[src/hdl/sync_serial_port_pkg.sv]
// Shared constants, register map and carrier types of the synchronous serial port
package sync_serial_port_pkg;
    localparam int DATA_W = 16;
    localparam int FIFO_DEPTH = 8;
    localparam int CMD_BITS = 8;
    localparam int ADDR_W = 8;

    // Register byte addresses
    localparam logic [ADDR_W-1:0] ADDR_CTRL = 8'h00;
    localparam logic [ADDR_W-1:0] ADDR_RATE = 8'h04;
    localparam logic [ADDR_W-1:0] ADDR_DATA = 8'h08;
    localparam logic [ADDR_W-1:0] ADDR_STAT = 8'h0C;

    // Status bit positions
    localparam int STAT_TX_EMPTY = 0;
    localparam int STAT_TX_FULL = 1;
    localparam int STAT_RX_EMPTY = 2;
    localparam int STAT_RX_FULL = 3;
    localparam int STAT_BUSY = 4;
    localparam int STAT_OVERRUN = 5;

    localparam int CTRL_W = 10;
    localparam logic [3:0] SIZE_M1_MIN = 4'h3;
    localparam logic [CTRL_W-1:0] CTRL_RST = 10'h007;
    localparam logic [7:0] PRE_RST = 8'h02;
    localparam logic [7:0] SCR_RST = 8'h00;

    typedef enum logic [1:0] {
        FMT_SPI = 2'h0,
        FMT_PULSE = 2'h1,
        FMT_CMD = 2'h2
    } frame_fmt_t;

    typedef enum logic [1:0] {
        ST_IDLE = 2'h0,
        ST_LEAD = 2'h1,
        ST_SHIFT = 2'h3,
        ST_TAIL = 2'h2
    } xfer_state_t;

    // Layout matches CTRL bits 9..0
    typedef struct packed {
        logic en;
        logic loopback;
        logic slave_out_off;
        logic master;
        frame_fmt_t fmt;
        logic [3:0] size_m1;
    } ctrl_t;

    typedef struct packed {
        logic psel;
        logic penable;
        logic pwrite;
        logic [ADDR_W-1:0] paddr;
        logic [31:0] pwdata;
    } apb_req_t;

    typedef struct packed {
        logic [31:0] prdata;
        logic pready;
        logic pslverr;
    } apb_rsp_t;

    typedef struct packed {
        logic sclk;
        logic frame;
        logic data;
    } ser_in_t;

    typedef struct packed {
        logic sclk;
        logic sclk_oe;
        logic frame;
        logic frame_oe;
        logic data;
        logic data_oe;
    } ser_out_t;
endpackage : sync_serial_port_pkg

[src/hdl/sync_serial_port.sv]
// Synchronous serial port: APB registers, FIFOs, master and slave shift engine
//
// Added by the designer: the register offsets and the APB register port.
`timescale 1ns/1ns
module sync_serial_port #(
    parameter int DEPTH = sync_serial_port_pkg::FIFO_DEPTH
) (
    input wire logic mclk_in,
    input wire logic reset_in,
    input wire sync_serial_port_pkg::apb_req_t apb_in,
    output sync_serial_port_pkg::apb_rsp_t apb_out,
    input wire sync_serial_port_pkg::ser_in_t ser_in,
    output sync_serial_port_pkg::ser_out_t ser_out
);
    import sync_serial_port_pkg::*;

    localparam int AW = $clog2(DEPTH);
    localparam logic [AW:0] FULL_CNT = (AW+1)'(DEPTH);

    typedef struct packed {
        logic [DEPTH-1:0][DATA_W-1:0] txm;
        logic [DEPTH-1:0][DATA_W-1:0] rxm;
        logic [AW-1:0] txw;
        logic [AW-1:0] txr;
        logic [AW-1:0] rxw;
        logic [AW-1:0] rxr;
        logic [AW:0] txc;
        logic [AW:0] rxc;
        ctrl_t ctrl;
        logic [7:0] pre;
        logic [7:0] scr;
        apb_rsp_t rsp;
        xfer_state_t st;
        logic ph;
        logic [6:0] pcnt;
        logic [7:0] scnt;
        logic [4:0] bits;
        logic [DATA_W-1:0] tsh;
        logic [DATA_W-1:0] rsh;
        logic overrun;
        logic armed;
        logic [2:0] sclk_s;
        logic [2:0] frm_s;
        logic [1:0] din_s;
        ser_out_t pins;
    } state_t;

    state_t q;
    state_t d;

    assign apb_out = q.rsp;
    assign ser_out = q.pins;

    ////////////////////////////////////////////////////////////////////////////
    always_comb begin
        logic setup;
        logic access;
        logic tx_push;
        logic tx_pop;
        logic rx_push;
        logic rx_pop;
        logic half;
        logic rxbit;
        logic rise;
        logic fall;
        logic frm;
        logic cmd_master;
        logic [4:0] last_bit;
        logic [DATA_W-1:0] mask;
        logic [DATA_W-1:0] head;
        logic [DATA_W-1:0] load;
        logic [31:0] rdata;
        setup = 1'b0;
        access = 1'b0;
        tx_push = 1'b0;
        tx_pop = 1'b0;
        rx_push = 1'b0;
        rx_pop = 1'b0;
        half = 1'b0;
        rxbit = 1'b0;
        rise = 1'b0;
        fall = 1'b0;
        frm = 1'b0;
        cmd_master = 1'b0;
        last_bit = 5'h00;
        mask = 16'h0000;
        head = 16'h0000;
        load = 16'h0000;
        rdata = 32'h0000_0000;
        d = q;

        // Pin synchronisers; only stage 1 and the history bit feed logic
        d.sclk_s = {q.sclk_s[1:0], ser_in.sclk};
        d.frm_s = {q.frm_s[1:0], ser_in.frame};
        d.din_s = {q.din_s[0], ser_in.data};
        rise = q.sclk_s[1] & ~q.sclk_s[2];
        fall = ~q.sclk_s[1] & q.sclk_s[2];
        frm = q.frm_s[1];

        // Frame length and word alignment
        cmd_master = q.ctrl.master & (q.ctrl.fmt == FMT_CMD);
        last_bit = cmd_master ? 5'(q.ctrl.size_m1) + 5'(CMD_BITS) : 5'(q.ctrl.size_m1);
        mask = 16'hFFFF >> (4'hF - q.ctrl.size_m1);
        head = q.txm[q.txr];
        if (q.txc == '0) begin
            load = 16'h0000;
        end else if (cmd_master) begin
            load = {head[CMD_BITS-1:0], 8'h00};
        end else begin
            load = head << (4'hF - q.ctrl.size_m1);
        end
        rxbit = q.ctrl.loopback ? q.tsh[DATA_W-1] : q.din_s[1];

        ////////////////////////////////////////////////////////////////////////
        // APB slave: setup cycle latches the answer, access cycle commits
        setup = apb_in.psel & ~apb_in.penable;
        access = apb_in.psel & apb_in.penable & q.rsp.pready;
        d.rsp.pready = setup;
        if (setup) begin
            d.rsp.pslverr = 1'b0;
            unique case (apb_in.paddr)
                ADDR_CTRL: rdata = {22'h0, q.ctrl};
                ADDR_RATE: rdata = {16'h0, q.scr, q.pre};
                ADDR_DATA: rdata = (q.rxc == '0) ? 32'h0 : {16'h0, q.rxm[q.rxr]};
                ADDR_STAT: begin
                    rdata[STAT_TX_EMPTY] = (q.txc == '0);
                    rdata[STAT_TX_FULL] = (q.txc == FULL_CNT);
                    rdata[STAT_RX_EMPTY] = (q.rxc == '0);
                    rdata[STAT_RX_FULL] = (q.rxc == FULL_CNT);
                    rdata[STAT_BUSY] = (q.st != ST_IDLE) | q.armed;
                    rdata[STAT_OVERRUN] = q.overrun;
                end
                default: d.rsp.pslverr = 1'b1;
            endcase
            d.rsp.prdata = rdata;
        end
        if (access & apb_in.pwrite) begin
            unique case (apb_in.paddr)
                ADDR_CTRL: begin
                    // Format and size only change while no frame is running
                    if ((q.st == ST_IDLE) & ~q.armed) begin
                        d.ctrl = ctrl_t'(apb_in.pwdata[CTRL_W-1:0]);
                        if (d.ctrl.size_m1 < SIZE_M1_MIN) begin
                            d.ctrl.size_m1 = SIZE_M1_MIN;
                        end
                    end else begin
                        d.ctrl.en = apb_in.pwdata[CTRL_W-1];
                    end
                end
                ADDR_RATE: begin
                    d.pre = apb_in.pwdata[7:0];
                    d.scr = apb_in.pwdata[15:8];
                end
                ADDR_DATA: tx_push = (q.txc != FULL_CNT);
                ADDR_STAT: begin
                    if (apb_in.pwdata[STAT_OVERRUN]) begin
                        d.overrun = 1'b0;
                    end
                end
                default: ;
            endcase
        end
        if (access & ~apb_in.pwrite & (apb_in.paddr == ADDR_DATA)) begin
            rx_pop = (q.rxc != '0);
        end

        ////////////////////////////////////////////////////////////////////////
        // Bit clock: half period is (prescale/2) * (divider + 1) cycles
        if (q.st == ST_IDLE) begin
            d.pcnt = '0;
            d.scnt = q.scr;
        end else if (q.pcnt != '0) begin
            d.pcnt = q.pcnt - 7'h01;
        end else begin
            // Odd or too-small prescale acts as the next lower even value, at least 2
            d.pcnt = (q.pre[7:1] == '0) ? 7'h00 : q.pre[7:1] - 7'h01;
            if (q.scnt != '0) begin
                d.scnt = q.scnt - 8'h01;
            end else begin
                d.scnt = q.scr;
                half = 1'b1;
            end
        end

        ////////////////////////////////////////////////////////////////////////
        // Master engine
        d.pins.sclk_oe = q.ctrl.en & q.ctrl.master;
        d.pins.frame_oe = q.ctrl.en & q.ctrl.master;
        d.pins.data = q.tsh[DATA_W-1];
        unique case (q.st)
            ST_IDLE: begin
                d.pins.sclk = 1'b0;
                d.pins.frame = (q.ctrl.fmt != FMT_PULSE);
                if (q.ctrl.en & q.ctrl.master & (q.txc != '0)) begin
                    d.tsh = load;
                    tx_pop = 1'b1;
                    d.bits = '0;
                    d.ph = 1'b0;
                    d.st = ST_LEAD;
                    d.pins.frame = (q.ctrl.fmt == FMT_PULSE);
                end
            end
            ST_LEAD: begin
                // SPI style: one bit of frame setup; pulse style: one clocked frame bit
                if (half) begin
                    d.ph = ~q.ph;
                    d.pins.sclk = ~q.ph & (q.ctrl.fmt == FMT_PULSE);
                    if (q.ph) begin
                        d.st = ST_SHIFT;
                        d.pins.frame = (q.ctrl.fmt != FMT_PULSE) ? 1'b0 : 1'b0;
                    end
                end
            end
            ST_SHIFT: begin
                if (half) begin
                    d.ph = ~q.ph;
                    d.pins.sclk = ~q.ph;
                    if (~q.ph & (q.ctrl.fmt != FMT_PULSE)) begin
                        d.rsh = {q.rsh[DATA_W-2:0], rxbit};
                    end
                    if (q.ph) begin
                        if (q.ctrl.fmt == FMT_PULSE) begin
                            d.rsh = {q.rsh[DATA_W-2:0], rxbit};
                        end
                        d.tsh = {q.tsh[DATA_W-2:0], 1'b0};
                        d.bits = q.bits + 5'h01;
                        if (q.bits == last_bit) begin
                            d.st = ST_TAIL;
                        end
                    end
                end
            end
            ST_TAIL: begin
                // One idle bit between frames
                if (half) begin
                    d.ph = ~q.ph;
                    if (q.ph) begin
                        rx_push = 1'b1;
                        d.st = ST_IDLE;
                        d.pins.frame = (q.ctrl.fmt != FMT_PULSE);
                    end
                end
            end
        endcase
        if (~q.ctrl.en | ~q.ctrl.master) begin
            d.st = ST_IDLE;
            d.pins.sclk = 1'b0;
        end

        ////////////////////////////////////////////////////////////////////////
        // Slave engine, driven by the synchronised external clock and frame
        if (~q.ctrl.en | q.ctrl.master) begin
            d.armed = 1'b0;
        end else if (q.ctrl.fmt == FMT_PULSE) begin
            if (fall & frm) begin
                d.armed = 1'b1;
                d.bits = '0;
                d.tsh = load;
                tx_pop = (q.txc != '0);
            end else if (fall & q.armed) begin
                d.rsh = {q.rsh[DATA_W-2:0], rxbit};
                d.tsh = {q.tsh[DATA_W-2:0], 1'b0};
                d.bits = q.bits + 5'h01;
                if (q.bits == last_bit) begin
                    rx_push = 1'b1;
                    d.armed = 1'b0;
                end
            end
        end else if (frm) begin
            d.armed = 1'b0;
            d.bits = '0;
        end else if (~q.armed) begin
            d.armed = 1'b1;
            d.tsh = load;
            tx_pop = (q.txc != '0);
        end else begin
            if (rise) begin
                d.rsh = {q.rsh[DATA_W-2:0], rxbit};
            end
            if (fall) begin
                d.tsh = {q.tsh[DATA_W-2:0], 1'b0};
                d.bits = q.bits + 5'h01;
                if (q.bits == last_bit) begin
                    // Frame held active: next word follows back to back
                    rx_push = 1'b1;
                    d.bits = '0;
                    d.tsh = load;
                    tx_pop = (q.txc != '0);
                end
            end
        end
        d.pins.data_oe = q.ctrl.en & (q.ctrl.master | (q.armed & ~q.ctrl.slave_out_off));

        ////////////////////////////////////////////////////////////////////////
        // Queues; a frame that finds the receive queue full with no data read in the same cycle is dropped
        if (tx_push) begin
            d.txm[q.txw] = apb_in.pwdata[DATA_W-1:0];
            d.txw = q.txw + 1'b1;
        end
        if (tx_pop) begin
            d.txr = q.txr + 1'b1;
        end
        if (rx_push & (q.rxc == FULL_CNT) & ~rx_pop) begin
            rx_push = 1'b0;
            d.overrun = 1'b1;
        end
        if (rx_push) begin
            d.rxm[q.rxw] = d.rsh & mask;
            d.rxw = q.rxw + 1'b1;
        end
        if (rx_pop) begin
            d.rxr = q.rxr + 1'b1;
        end
        d.txc = q.txc + (AW+1)'(tx_push) - (AW+1)'(tx_pop);
        d.rxc = q.rxc + (AW+1)'(rx_push) - (AW+1)'(rx_pop);
    end

    ////////////////////////////////////////////////////////////////////////////
    always_ff @(posedge mclk_in) begin
        if (reset_in) begin
            q <= '0;
            q.ctrl <= ctrl_t'(CTRL_RST);
            q.pre <= PRE_RST;
            q.scr <= SCR_RST;
        end else begin
            q <= d;
        end
    end
endmodule : sync_serial_port

[config.mk]
export PLATFORM = sky130hd
export DESIGN_NAME = sync_serial_port
export DESIGN_NICKNAME = d
export VERILOG_FILES = /design/src/hdl/sync_serial_port_pkg.sv /design/src/hdl/sync_serial_port.sv
export SDC_FILE = /design/constraint.sdc
export NUM_CORES = 1
export LEC_CHECK = 0
export BUFFER_PORTS_ARGS = -buffer_cell sky130_fd_sc_hd__clkbuf_2
export CELL_PAD_IN_SITES_DETAIL_PLACEMENT = 0
export CELL_PAD_IN_SITES_GLOBAL_PLACEMENT = 1
export CORE_MARGIN = 1
export CORE_UTILIZATION = 35
export DETAILED_ROUTE_END_ITERATION = 8
export PLACE_DENSITY = 0.6
export SLEW_MARGIN = 20
export SYNTH_ARGS = -nofsm -noshare
export SYNTH_HDL_FRONTEND = slang
export SYNTH_SLANG_ARGS = --single-unit
[constraint.sdc]
create_clock -name mclk_in -period 4.9 [get_ports mclk_in]
set_clock_uncertainty 0.15 [all_clocks]
set_input_delay 0 -clock mclk_in [delete_from_list [all_inputs] [get_ports mclk_in]]
set_output_delay 0 -clock mclk_in [all_outputs]
set_load 0.05 [all_outputs]
Yosys cells after proc, flatten, opt, wreduce, memory -nomap -nowiden:

Cells that the tools add are included.

* add/subtract/negate cells: 14
* magnitude comparators: 7
* equality and inequality tests: 24
* shifts and indexed selects: 2
* mux-type cells: 100
* bitwise logic cells: 35
* reduce and logical (&&, ||, !) cells: 30

Operators with widths (count)
* bitwise mux 128 bit: 2
* two-way mux 16 bit: 16
* two-way mux 37 bit: 5
* binary-select mux 16 bit (select 3 bit): 2
* demux 16 bit (select 3 bit): 2
* two-way mux 21 bit: 4
* two-way mux 1 bit: 45
* case mux 21 bit (2 select lines): 1
* two-way mux 32 bit: 1
* case mux 10 bit (3 select lines): 1
* two-way mux 8 bit: 3
* case mux 6 bit (4 select lines): 1
* AND 1 bit: 20
* AND 16 bit: 1
* equality test 8 x 4 -> 1 bit, second input constant: 2
* < comparator 3 x 4 -> 1 bit, second input constant: 4
* inequality test 2 bit, second input constant: 8
* left shift 16 x 4 -> 16 bit: 1
* right shift 16 x 4 -> 16 bit, first input constant: 1
* two-way mux 5 bit: 3
* two-way mux 7 bit: 2
* subtractor 7 x 1 -> 7 bit, second input constant: 2
* adder 3 x 1 -> 3 bit, second input constant: 4
* two-way mux 3 bit: 4
* 39 further kinds: 77

* register bits after elaboration: 405
* bits of input ports: 48
* output and inout port bits: 40

Depth between registers and ports, before layout:

* depth in word-level cells: 17
* gate-level depth with buffers: 18
* mapped depth without buffers: 16

Worst setup path before layout:

OpenSTA, ideal clock, no wires.

* path type: reg-to-reg
* from: register q[127] (netlist bit)
* to: register q[137] (netlist bit)
* setup time: 0.128 ns
* arrival time: 3.911 ns
* required time: 4.622 ns
* path slack: 0.711 ns
* cell stages (with the launch flop): 19
* period minus slack after synthesis: 4.189 ns
* cell sequence: dfxtp_1 -> clkbuf_1 -> nand3b_1 -> inv_1 -> clkbuf_1 -> ha_1 -> xor2_1 -> nor3_1 -> a31oi_1 -> o31a_1 -> o31a_1 -> inv_1 -> ha_1 -> inv_1 -> ha_1 -> inv_1 -> fa_1 -> xor2_1 -> nor2_1

* word-level cells in the longest chain between the ends: 11

Ends and longest elaborated chain
* start: declaration: line sync_serial_port.sv:48 `state_t q;`
* AND 1 bit (2 in a row): line sync_serial_port.sv:194 `if (q.ctrl.en & q.ctrl.master & (q.txc != '0)) begin`
* two-way mux 1 bit: line sync_serial_port.sv:194
* two-way mux 1 bit: line sync_serial_port.sv:190 `unique case (q.st)`
* two-way mux 1 bit: line sync_serial_port.sv:283 `if (q.bits == last_bit) begin`
* two-way mux 1 bit: line sync_serial_port.sv:280 `if (fall) begin`
* two-way mux 1 bit: line sync_serial_port.sv:272 `end else if (~q.armed) begin`
* two-way mux 1 bit: line sync_serial_port.sv:269 `end else if (frm) begin`
* two-way mux 1 bit: line sync_serial_port.sv:254 `end else if (q.ctrl.fmt == FMT_PULSE) begin`
* two-way mux 1 bit (*): line sync_serial_port.sv:252 `if (~q.ctrl.en | q.ctrl.master) begin`
* subtractor 4 x 1 -> 4 bit (*): line sync_serial_port.sv:314 `d.txc = q.txc + (AW+1)'(tx_push) - (AW+1)'(tx_pop);`

Mark *: on every way between the ends. The rest lies on a longest branch, timed or not.
A chain may end at the register's enable or synchronous reset.

Worst setup path in the final report:

* from: register q[125] (netlist bit)
* to: register q[137] (netlist bit)

* word-level cells in the longest chain between the ends: 11

Ends and longest elaborated chain
* equality test 2 bit: line sync_serial_port.sv:101 `cmd_master = q.ctrl.master & (q.ctrl.fmt == FMT_CMD);`
* AND 1 bit: line sync_serial_port.sv:101
* two-way mux 5 bit: line sync_serial_port.sv:102 `last_bit = cmd_master ? 5'(q.ctrl.size_m1) + 5'(CMD_BITS) : 5'(q.ctrl.size_m1);`
* equality test 5 bit: line sync_serial_port.sv:283
* two-way mux 1 bit: line sync_serial_port.sv:283
* two-way mux 1 bit: line sync_serial_port.sv:280
* two-way mux 1 bit: line sync_serial_port.sv:272
* two-way mux 1 bit: line sync_serial_port.sv:269
* two-way mux 1 bit (*): line sync_serial_port.sv:254
* two-way mux 1 bit (*): line sync_serial_port.sv:252
* subtractor 4 x 1 -> 4 bit (*): line sync_serial_port.sv:314

Marks and branches as above.

==> reports/qor.yml <==
synthToLayoutAreaGrowth_pct: 13.6
grt_setup_unrepaired: "false"
drt_iter0_drc: 1220
relSlewSlack: 0.221
grt_max_degree: 221
grt_pass1_wl_um: 92700
max_freq_mhz: 249
status: "finished, final reports clean"
post_cts_buffers: 0
gp_congestion: 0.825
die_x_um: 236
ir_drop_v: 0.000253
vias: 15900
min_to: "apb_out[4]$_SDFFE_PP0P_"
ctsResizeCount: 0
core_area_um2: 54000
grt_pass1_vias: 15100
synthFlopType: "dfxtp_1"
cp_max_fo: 10
dp_hpwl_um: 39200
fin_setup_tns_ps: 0
async_flop_share: 0
die_area_um2: 55900
min_path_type: "primary input to flop"
wl_per_cell_um: 20.6
layout-drive-gt1-share: 0.134
arrival_ps: 4300
r2r_cells: 18
placed_cells: 2791
r2r-start: "q[125]$_SDFFE_PP0P_"
synth_cell_types: 75
overflow: 0
stdcell_area_um2: 21900
path_clk_slew_ps: 60
cp-end-kind: "flop"
cts_sinks: 389
clockRootBuffer: "clkbuf_16"
routed_wirelength_um: 60100
synth-seq-cells: 389
holdCritStartpoint: "apb_in[38]"
powerDensity_nw_per_um2: 324
synth_edf_count: 0
yosysWarnings: 0
antenna_found_initial: 2
synth_top_cell_by_area: "dfxtp_1"
antenna_cells: 0
synth.top_cell.area_share: 0.405
portBuffers: 55
power_leakage_nw: 7.47
synth.area.top_cells: "dfxtp_1 (40%), mux2i_1 (8.8%), mux4_2 (6.8%)"
use_met3: 0.0328
r2r_end: "q[137]$_SDFF_PP0_"
holdBufCountCts: 34
worst_pin_slew_ps: 1170
startpoint_type: "flop"
max_cap_viol_count: 0
hold_ws_ps: 46.7
fp-row-count: 85
mostFrequentLayoutCell: "dfxtp_1"
worstSetupPathType: "flop to flop"
cts_buffers: 47
maxSlewViolCount: 0
hold_violations: 0
drc: 0
cts_tree: "yes"
r2r_slack_ps: 890
grtUsageMet1: 0.316
clock_latency_ps: 600
via_per_inst: 5.44
dpl_cell_area_um2: 19900
finalSetupViolCount: 0
fill_cells: 5397
syn_area_um2: 19200
antenna_left: 0
syn_inst: 2193
instances_no_fill: 2913
io_pins: 88
critPathRequiredTime_ps: 5190
nets: 2255
dr.pass1.iters: 5
grt_use_total: 0.214
start_util: 0.356
busiest_layer: "met1"
yosysSeqAreaShare: 0.405
gr-usage-met2: 0.316
worstHoldPathCells: 5
htreeDepth: 2
cts_max_path_buffers: 3
die_y_um: 236
final_cell_mix: "dfxtp_1 (387), nand2_1 (336), nor2_1 (233)"
avgSynthCellArea_um2: 8.77
period_minus_slack_ps: 4010
period_share: 0.819
==> sequential cells by signal (all words and copies together) (netlist names) <==
signal and flops:
d 6, apb_out 18, q 360, ser_out 5
==> cell families after synthesis <==
group / after synthesis / synth area share
XOR/XNOR: 27 / 0.0123
adder cells (fa/ha/maj): 28 / 0.0190
AND/OR/NAND/NOR: 796 / 0.183
multiplexers: 260 / 0.178
AO/OA/AOI/OAI: 443 / 0.141
flip-flops: 389 / 0.405
buffers and inverters: 249 / 0.0616
other: 1 / 0.000195
==> synth_stat cells, types with 27 or more instances <==
cell,number
mux2i_1,170
inv_1,32
buf_4,53
nand3_1,49
nand2_1,336
nor2b_1,27
a21oi_1,212
nor2_1,239
nor3_1,32
clkbuf_1,138
mux4_2,58
dfxtp_1,389
nand2b_1,31
o21ai_0,63
==> power breakdown <==
group / internal, mW / switching [mW] / total, mW
logic: 0.0539 / 0.177 / 0.231
registers: 3.17 / 0.00810 / 3.18
clock network: 2.22 / 1.46 / 3.68
==> how the worst max path moves through the flow <==
stage	startpoint	cells after the start	slack [ps]	endpoint
finish	q[125]$_SDFFE_PP0P_	18	890	q[137]$_SDFF_PP0_
global route	q[125]$_SDFFE_PP0P_	18	600	q[137]$_SDFF_PP0_
CTS	q[125]$_SDFFE_PP0P_	18	920	q[137]$_SDFF_PP0_
detailed placement	q[125]$_SDFFE_PP0P_	18	940	q[137]$_SDFF_PP0_
global placement	q[125]$_SDFFE_PP0P_	18	910	q[137]$_SDFF_PP0_
floorplan	q[127]$_SDFFE_PP0P_	18	710	q[137]$_SDFF_PP0_
==> worst max-delay path: stages (launching register included) <==
cell and delay (ps):
dfxtp_1 440, nand3b_1 140, buf_4 180, inv_1 70, ha_1 290, xor2_1 170, nor3_1 190, buf_4 180
a31oi_1 90, o31a_1 350, o31a_1 400, inv_1 120, ha_1 230, inv_1 60, ha_1 150, inv_1 50
fa_1 370, xor2_1 150, nor2_1 50
==> metrics by stage <==
step / utilization / total power, mW / setup slack (ps)
2_1_floorplan: - / 3.42 / 711
3_3_place_gp: 0.368 / 3.46 / 913
3_5_place_dp: 0.368 / 3.46 / 939
4_1_cts: 0.404 / 7.19 / 916
5_1_grt: 0.405 / 7.33 / 596
6_report: 0.405 / 7.09 / 887
==> layer usage <==
metal,share of wire,vias to the layer above
li1,-,7621
met1,0.49,7725
met2,0.43,420
met3,0.054,84
met4,0.023,2
met5,0.00022,-
==> layout make-up <==
cell class	instances	area (um2)	area share
Multi-Input combinational cell	1570	10400	0.475
Sequential cell	389	7790	0.356
Clock buffer	69	1420	0.0650
Timing Repair Buffer	138	1050	0.0479
Tap cell	696	871	0.0398
Clock inverter	18	224	0.0102
Inverter	33	124	0.00567
(Power assumes the default switching activity.)
